==> config.mk <==
export PLATFORM = sky130hd
export DESIGN_NAME = fsp_core
export DESIGN_NICKNAME = d
export VERILOG_FILES = /design/src/fsp_keyseq.v /design/src/fsp_core.v
export VERILOG_INCLUDE_DIRS = /design/src
export SDC_FILE = /design/constraint.sdc
export NUM_CORES = 1
export LEC_CHECK = 0
export ABC_CLOCK_PERIOD_IN_PS = 3500
export BUFFER_PORTS_ARGS = -buffer_cell sky130_fd_sc_hd__clkbuf_2
export CAP_MARGIN = 20
export CORE_AREA = 2 2 132 70
export DETAILED_ROUTE_END_ITERATION = 10
export DIE_AREA = 0 0 134 72
export GPL_TIMING_DRIVEN = 0
export PLACE_DENSITY = 0.82
export SLEW_MARGIN = 30
export SYNTH_ARGS = -nofsm -noshare
export SYNTH_HDL_FRONTEND = slang
export SYNTH_SLANG_ARGS = --single-unit
==> constraint.sdc <==
create_clock -name clk_sys -period 3.5 [get_ports clk_sys]
set_clock_uncertainty 0.05 [all_clocks]
set_input_delay 0.7 -clock clk_sys [delete_from_list [all_inputs] [get_ports clk_sys]]
set_output_delay 0.7 -clock clk_sys [all_outputs]
set_load 0.005 [all_outputs]
==> src/fsp_map.vh <==
// Register map, key values and field positions of the flash self-program block
`ifndef FSP_MAP_VH
`define FSP_MAP_VH

// ---------------------------------------------------------------------------
// Register byte addresses
// ---------------------------------------------------------------------------
`define FSP_ADDR_KEY 8'h00
`define FSP_ADDR_MODE 8'h04
`define FSP_ADDR_STATUS 8'h08
`define FSP_ADDR_CMD 8'h0C
`define FSP_ADDR_PTR_HI 8'h10
`define FSP_ADDR_PTR_LO 8'h14
`define FSP_ADDR_CMP_HI 8'h18
`define FSP_ADDR_CMP_LO 8'h1C
`define FSP_ADDR_PROT 8'h20
`define FSP_ADDR_BUSY 8'h24

// ---------------------------------------------------------------------------
// Values
// ---------------------------------------------------------------------------
`define FSP_PROTECT_KEY 8'hA5
`define FSP_MODE_SELF 8'h01
`define FSP_MODE_NORMAL 8'h00
`define FSP_CMD_ERASE 8'h03
`define FSP_LOW_FIXED 8'h00
`define FSP_RST_BYTE 8'h00

// ---------------------------------------------------------------------------
// Status field positions
// ---------------------------------------------------------------------------
`define FSP_ST_SEQERR 0
`define FSP_ST_VERIFY 1
`define FSP_ST_PROTECT 2
`define FSP_ST_W 3

`endif

==> src/fsp_keyseq.v <==
// Protected key sequence that switches between normal and self-program mode
`timescale 1ns/1ps
`include "fsp_map.vh"

module fsp_keyseq (
  input wire clk_sys,
  input wire nrst,
  input wire key_wr,
  input wire mode_wr,
  input wire other_wr,
  input wire [7:0] wdata,
  output reg self_mode_r,
  output reg seq_err_r
);

  // ---------------------------------------------------------------------------
  // Sequence states
  // ---------------------------------------------------------------------------
  localparam S_IDLE = 4'b0001;
  localparam S_KEYED = 4'b0010;
  localparam S_FIRST = 4'b0100;
  localparam S_SECOND = 4'b1000;

  reg [3:0] state_r;
  reg [7:0] val_r;

  // Key, value, complement, value; any other write breaks the chain
  always @(posedge clk_sys or negedge nrst) begin
    if (!nrst) begin
      state_r <= S_IDLE;
      val_r <= `FSP_RST_BYTE;
      self_mode_r <= 1'b0;
      seq_err_r <= 1'b0;
    end else begin
      seq_err_r <= 1'b0;
      case (state_r)
        S_IDLE: begin
          if (key_wr && wdata == `FSP_PROTECT_KEY) begin
            state_r <= S_KEYED;
          end else if (key_wr || mode_wr) begin
            seq_err_r <= 1'b1;
          end
        end
        S_KEYED: begin
          if (mode_wr) begin
            val_r <= wdata;
            state_r <= S_FIRST;
          end else if (key_wr || other_wr) begin
            seq_err_r <= 1'b1;
            state_r <= S_IDLE;
          end
        end
        S_FIRST: begin
          if (mode_wr && wdata == ~val_r) begin
            state_r <= S_SECOND;
          end else if (mode_wr || key_wr || other_wr) begin
            seq_err_r <= 1'b1;
            state_r <= S_IDLE;
          end
        end
        S_SECOND: begin
          if (mode_wr && wdata == val_r &&
              (val_r == `FSP_MODE_SELF || val_r == `FSP_MODE_NORMAL)) begin
            self_mode_r <= val_r[0];
            state_r <= S_IDLE;
          end else if (mode_wr || key_wr || other_wr) begin
            seq_err_r <= 1'b1;
            state_r <= S_IDLE;
          end
        end
        default: begin
          state_r <= S_IDLE;
        end
      endcase
    end
  end

endmodule

==> src/fsp_core.v <==
// Flash self-program control: APB registers, mode key sequence, block erase
//
// Our own choices: the APB interface to the registers and the register addresses.
`timescale 1ns/1ps
`include "fsp_map.vh"

module fsp_core #(
  parameter BLK_W = 8,
  parameter [7:0] PROT_RST = 8'h00
) (
  input wire clk_sys,
  input wire nrst,
  input wire psel,
  input wire penable,
  input wire pwrite,
  input wire [31:0] paddr,
  input wire [31:0] pwdata,
  output reg [31:0] prdata,
  output wire pready,
  output wire pslverr,
  input wire halt_exec,
  output reg cpu_hold,
  output reg cpu_resume,
  output reg erase_req,
  output reg [BLK_W-1:0] erase_block,
  input wire erase_done,
  input wire erase_fail,
  output wire self_mode
);

  // ---------------------------------------------------------------------------
  // Erase sequencer states
  // ---------------------------------------------------------------------------
  localparam E_IDLE = 3'b001;
  localparam E_RUN = 3'b010;
  localparam E_DONE = 3'b100;

  reg [2:0] est_r;
  reg [2:0] est_nxt;
  reg [7:0] cmd_r;
  reg [BLK_W-1:0] ptr_hi_r;
  reg [7:0] ptr_lo_r;
  reg [BLK_W-1:0] cmp_hi_r;
  reg [7:0] cmp_lo_r;
  reg [BLK_W-1:0] prot_r;
  reg [`FSP_ST_W-1:0] status_r;
  reg [`FSP_ST_W-1:0] status_set;
  reg [31:0] rdata_nxt;
  reg hit;
  reg req_nxt;
  reg resume_nxt;
  wire [7:0] addr;
  wire wr_en;
  wire key_wr;
  wire mode_wr;
  wire other_wr;
  wire seq_err;
  wire params_ok;
  wire blk_protected;

  // ---------------------------------------------------------------------------
  // APB slave
  // ---------------------------------------------------------------------------

  // Every access completes in its first access cycle
  assign addr = paddr[7:0];
  assign pready = 1'b1;
  assign pslverr = psel & penable & ~hit;
  assign wr_en = psel & penable & pwrite & hit;

  // Address decode
  always @* begin
    hit = 1'b0;
    case (addr)
      `FSP_ADDR_KEY, `FSP_ADDR_MODE, `FSP_ADDR_STATUS, `FSP_ADDR_CMD,
      `FSP_ADDR_PTR_HI, `FSP_ADDR_PTR_LO, `FSP_ADDR_CMP_HI, `FSP_ADDR_CMP_LO,
      `FSP_ADDR_PROT, `FSP_ADDR_BUSY: begin
        hit = (paddr[31:8] == 24'h00_0000);
      end
      default: begin
        hit = 1'b0;
      end
    endcase
  end

  // Write strobes toward the key sequence
  assign key_wr = wr_en & (addr == `FSP_ADDR_KEY);
  assign mode_wr = wr_en & (addr == `FSP_ADDR_MODE);
  assign other_wr = wr_en & ~key_wr & ~mode_wr;

  // Read mux; key register reads as zero
  always @* begin
    rdata_nxt = 32'h0000_0000;
    case (addr)
      `FSP_ADDR_MODE: begin
        rdata_nxt[0] = self_mode;
      end
      `FSP_ADDR_STATUS: begin
        rdata_nxt[`FSP_ST_W-1:0] = status_r;
      end
      `FSP_ADDR_CMD: begin
        rdata_nxt[7:0] = cmd_r;
      end
      `FSP_ADDR_PTR_HI: begin
        rdata_nxt[BLK_W-1:0] = ptr_hi_r;
      end
      `FSP_ADDR_PTR_LO: begin
        rdata_nxt[7:0] = ptr_lo_r;
      end
      `FSP_ADDR_CMP_HI: begin
        rdata_nxt[BLK_W-1:0] = cmp_hi_r;
      end
      `FSP_ADDR_CMP_LO: begin
        rdata_nxt[7:0] = cmp_lo_r;
      end
      `FSP_ADDR_PROT: begin
        rdata_nxt[BLK_W-1:0] = prot_r;
      end
      `FSP_ADDR_BUSY: begin
        rdata_nxt[0] = cpu_hold;
      end
      default: begin
        rdata_nxt = 32'h0000_0000;
      end
    endcase
  end

  // Read data captured in the setup cycle, held through the access
  always @(posedge clk_sys or negedge nrst) begin
    if (!nrst) begin
      prdata <= 32'h0000_0000;
    end else if (psel && !penable) begin
      prdata <= rdata_nxt;
    end
  end

  // ---------------------------------------------------------------------------
  // Command and address registers
  // ---------------------------------------------------------------------------

  // Plain read/write registers loaded by software
  always @(posedge clk_sys or negedge nrst) begin
    if (!nrst) begin
      cmd_r <= `FSP_RST_BYTE;
      ptr_hi_r <= {BLK_W{1'b0}};
      ptr_lo_r <= `FSP_RST_BYTE;
      cmp_hi_r <= {BLK_W{1'b0}};
      cmp_lo_r <= `FSP_RST_BYTE;
      prot_r <= PROT_RST[BLK_W-1:0];
    end else if (wr_en) begin
      case (addr)
        `FSP_ADDR_CMD: begin
          cmd_r <= pwdata[7:0];
        end
        `FSP_ADDR_PTR_HI: begin
          ptr_hi_r <= pwdata[BLK_W-1:0];
        end
        `FSP_ADDR_PTR_LO: begin
          ptr_lo_r <= pwdata[7:0];
        end
        `FSP_ADDR_CMP_HI: begin
          cmp_hi_r <= pwdata[BLK_W-1:0];
        end
        `FSP_ADDR_CMP_LO: begin
          cmp_lo_r <= pwdata[7:0];
        end
        `FSP_ADDR_PROT: begin
          prot_r <= pwdata[BLK_W-1:0];
        end
        default: begin
          cmd_r <= cmd_r;
        end
      endcase
    end
  end

  // ---------------------------------------------------------------------------
  // Mode key sequence
  // ---------------------------------------------------------------------------
  fsp_keyseq u_keyseq (
    .clk_sys(clk_sys),
    .nrst(nrst),
    .key_wr(key_wr),
    .mode_wr(mode_wr),
    .other_wr(other_wr),
    .wdata(pwdata[7:0]),
    .self_mode_r(self_mode),
    .seq_err_r(seq_err)
  );

  // ---------------------------------------------------------------------------
  // Block erase sequencer
  // ---------------------------------------------------------------------------

  // Pointer and compare must name one whole block
  assign params_ok = (ptr_lo_r == `FSP_LOW_FIXED) && (cmp_lo_r == `FSP_LOW_FIXED) &&
                     (cmp_hi_r == ptr_hi_r);
  // Blocks below the boundary are locked
  assign blk_protected = (ptr_hi_r < prot_r);

  // Next state, flash request and core release
  always @* begin
    est_nxt = est_r;
    req_nxt = 1'b0;
    resume_nxt = 1'b0;
    status_set = {`FSP_ST_W{1'b0}};
    status_set[`FSP_ST_SEQERR] = seq_err;
    case (est_r)
      E_IDLE: begin
        if (halt_exec && self_mode) begin
          if (cmd_r != `FSP_CMD_ERASE) begin
            est_nxt = E_DONE;
          end else if (blk_protected || !params_ok) begin
            status_set[`FSP_ST_PROTECT] = 1'b1;
            est_nxt = E_DONE;
          end else begin
            req_nxt = 1'b1;
            est_nxt = E_RUN;
          end
        end
      end
      E_RUN: begin
        if (erase_done) begin
          status_set[`FSP_ST_VERIFY] = erase_fail;
          est_nxt = E_DONE;
        end
      end
      E_DONE: begin
        resume_nxt = 1'b1;
        est_nxt = E_IDLE;
      end
      default: begin
        est_nxt = E_IDLE;
      end
    endcase
  end

  // Sequencer registers; the core stays held until release
  always @(posedge clk_sys or negedge nrst) begin
    if (!nrst) begin
      est_r <= E_IDLE;
      erase_req <= 1'b0;
      erase_block <= {BLK_W{1'b0}};
      cpu_hold <= 1'b0;
      cpu_resume <= 1'b0;
    end else begin
      est_r <= est_nxt;
      erase_req <= req_nxt;
      cpu_resume <= resume_nxt;
      cpu_hold <= (est_nxt != E_IDLE);
      if (req_nxt) begin
        erase_block <= ptr_hi_r;
      end
    end
  end

  // ---------------------------------------------------------------------------
  // Status register
  // ---------------------------------------------------------------------------

  // Writing 0 to a bit clears it; a new event in that cycle wins
  always @(posedge clk_sys or negedge nrst) begin
    if (!nrst) begin
      status_r <= {`FSP_ST_W{1'b0}};
    end else if (wr_en && addr == `FSP_ADDR_STATUS) begin
      status_r <= (status_r & pwdata[`FSP_ST_W-1:0]) | status_set;
    end else begin
      status_r <= status_r | status_set;
    end
  end

endmodule

==> impl_metrics.py <==
metrics = {
    "clock_network": {
        "clk_latency_ns": 0.35,
        "clk_path_buf_depth": 2,
        "cts_tree": "done",
        "cts-root-buf": "clkbuf_16",
        "post_cts_buffers": 0,
        "cts-htree-levels": 3,
        "hold_buffers": 0,
        "cts_sinks": 87,
        "cts.clk_slew.worst_paths_ns": 0.06,
        "cts_buffers": 9,
        "postCtsResizedCells": 0,
    },
    "global_routing": {
        "grt_pass1_vias": 3806,
        "grt_max_degree": 62,
        "antenna_found_initial": 1,
        "grt_overflow_total": 0,
        "track_usage_pct": 28.1,
        "grt_pass1_wl_mm": 20.3,
    },
    "logic_synthesis": {
        "ys.flop_type": "dfrtp_1",
        "synth-edff-count": 0,
        "ys_ff_latch": 87,
        "synth_cell_types": 62,
        "synthCells": 437,
        "postSynth.asyncResetShare_pct": 100,
        "synth_warnings": 0,
        "syn_avg_cell_area_sq_um": 10.9,
        "ys_seq_area_share_pct": 45.6,
        "synth_area_sq_mm": 0.00477,
    },
    "timing": {
        "hold_ws_ns": 0.182,
        "drv_slew": 0,
        "min_period_ns": 2.93,
        "relSlewSlack_pct": 35.1,
        "fmax_mhz": 341,
        "setup_viol": 0,
        "rsz0062_at_grt": "false",
        "max_slew.worst_pin.slew_ns": 0.966,
        "fin_setup_tns_ns": 0,
        "period_share_pct": 83.7,
        "hold_violations": 0,
    },
    "setup_path": {
        "worstPathArrival_ns": 3.10,
        "crit_path_start_kind": "primary input",
        "path_class": "in2reg",
        "critical_path.max_fanout": 8,
        "critPathRequiredTime_ns": 3.67,
        "end_kind": "flop",
    },
    "detailed_routing": {
        "drtIter0Drc": 522,
        "wl_per_cell_microns": 19.7,
        "ant_nets": 0,
        "drc_errors": 0,
        "drt_first_pass_iters": 4,
        "routed_wl_mm": 12.9,
        "vias": 3926,
        "vias_per_cell": 5.99,
    },
    "floorplanning": {
        "die-area_sq_mm": 0.00965,
        "die_h_microns": 72,
        "pin_count": 118,
        "core-area_sq_mm": 0.00844,
        "dieWidth_microns": 134,
        "rows": 24,
        "initial_core_util_pct": 56.6,
    },
    "placed_design": {
        "io_buffers": 60,
        "gp_congestion": 0.973,
        "dpl_cell_area_sq_mm": 0.00536,
        "dp_hpwl_mm": 9.74,
    },
    "pwr": {
        "power_density_mw_per_mm2": 377,
        "power_leakage_nw": 2.69,
        "peakVddDrop_mv": 0.331,
    },
    "finish": {
        "fin_nets": 612,
        "final_core_util_pct": 67.3,
        "n_antenna_cell": 0,
        "syn_to_final_growth_pct": 19.0,
        "fin_area_sq_mm": 0.00568,
        "drive_above_1_share_pct": 34.4,
    },
    "run": {
        "drv_cap": 0,
    },
    "hold_path": {
        "hp-class": "in2async",
    },
    "status": {
        "outcome": "complete, no violations",
    },
}
## cell type report
cell class / count / area [sq um]
plain buffers: 48 / 309
fillers: 637 / 2760
clock inverters: 2 / 37.5
multi-input cells: 310 / 2330
clock buffers: 14 / 274
well taps: 117 / 146
flip-flops and latches: 87 / 2180
repair buffers: 62 / 344
inverters: 15 / 56.3
## kinds of logic after synthesis
kind of cell,count (synthesis),share of synthesized area [%]
AO/OA/AOI/OAI,63,9.30
multiplexers,70,16.4
other,2,0.157
XOR/XNOR,18,3.30
AND/OR/NAND/NOR,127,15.7
flip-flops,87,45.6
adder cells (fa/ha/maj),7,1.83
buffers and inverters,63,7.65
## worst paths after layout
check,slack [ns],cells after the start,endpoint,from
max,0.57,5,prot_r[7],paddr[1]
min,0.18,1,cpu_resume,nrst
max reg2reg,1.01,6,erase_block[3],cmp_lo_r[3]
min reg2reg,0.39,1,status_r[0],u_keyseq.seq_err_r
max in group asynchronous,2.64,2,u_keyseq.val_r[6],nrst
min in group clk_sys,0.39,1,status_r[0],u_keyseq.seq_err_r
## worst max-delay path, stage by stage
cell and delay (ns):
clkbuf_2 0.16, nor4_2 0.87, nand2_1 0.41, nor2_2 0.55, mux2_2 0.41
## cells in the final DEF (no fill, tap or decap), types with 17 or more instances in the layout
master,count
conb_1,25
xnor2_1,17
dfrtp_1,85
clkbuf_1,17
clkbuf_2,59
buf_4,25
nand3_1,21
o21ai_0,18
mux2_2,65
## power breakdown
part / internal (mW) / total, mW / switching [mW] / leakage [nW]
combinational: 0.0544 / 0.142 / 0.0872 / 1.34
sequential: 1.01 / 1.01 / 0.00125 / 1.20
clock: 0.612 / 0.992 / 0.380 / 0.149
total: 1.67 / 2.14 / 0.469 / 2.69
## cell usage after synthesis, types with 4 or more instances
master | count | area share, %
nor4_1 | 17 | 2.2
nor3_1 | 12 | 1.3
xnor2_1 | 17 | 3.1
ha_1 | 7 | 1.8
mux2i_1 | 4 | 0.84
a31oi_1 | 5 | 0.66
clkbuf_1 | 15 | 1.2
nor2_2 | 4 | 0.52
inv_1 | 15 | 1.2
dfrtp_1 | 85 | 45
nand4_1 | 12 | 1.6
mux2_2 | 65 | 15
nand2_1 | 13 | 1.0
o21ai_0 | 18 | 1.9
or4_1 | 4 | 0.63
nor3b_1 | 4 | 0.63
or3_1 | 4 | 0.52
nor2_1 | 8 | 0.63
nand3_1 | 21 | 2.2
nand2b_1 | 5 | 0.66
a221oi_1 | 5 | 0.92
o2111ai_1 | 4 | 0.73
buf_4 | 25 | 3.9
## metal layers
metal	global-route usage, %	up-vias	share of wire, %
li1	-	1761	-
met1	40.7	1900	46
met2	39.9	240	41
met3	10.3	23	12
met4	7.92	2	1.5
met5	0	-	0.10
## per-stage QoR
step,instances,power (mW),setup WS (ns)
floorplan,460,1.09,0.873
global placement,637,1.16,-0.0534
detailed placement,638,1.17,0.255
CTS,654,2.15,0.594
global route,655,2.22,0.533
finish,655,2.14,0.571
(Power assumes the default switching activity.)
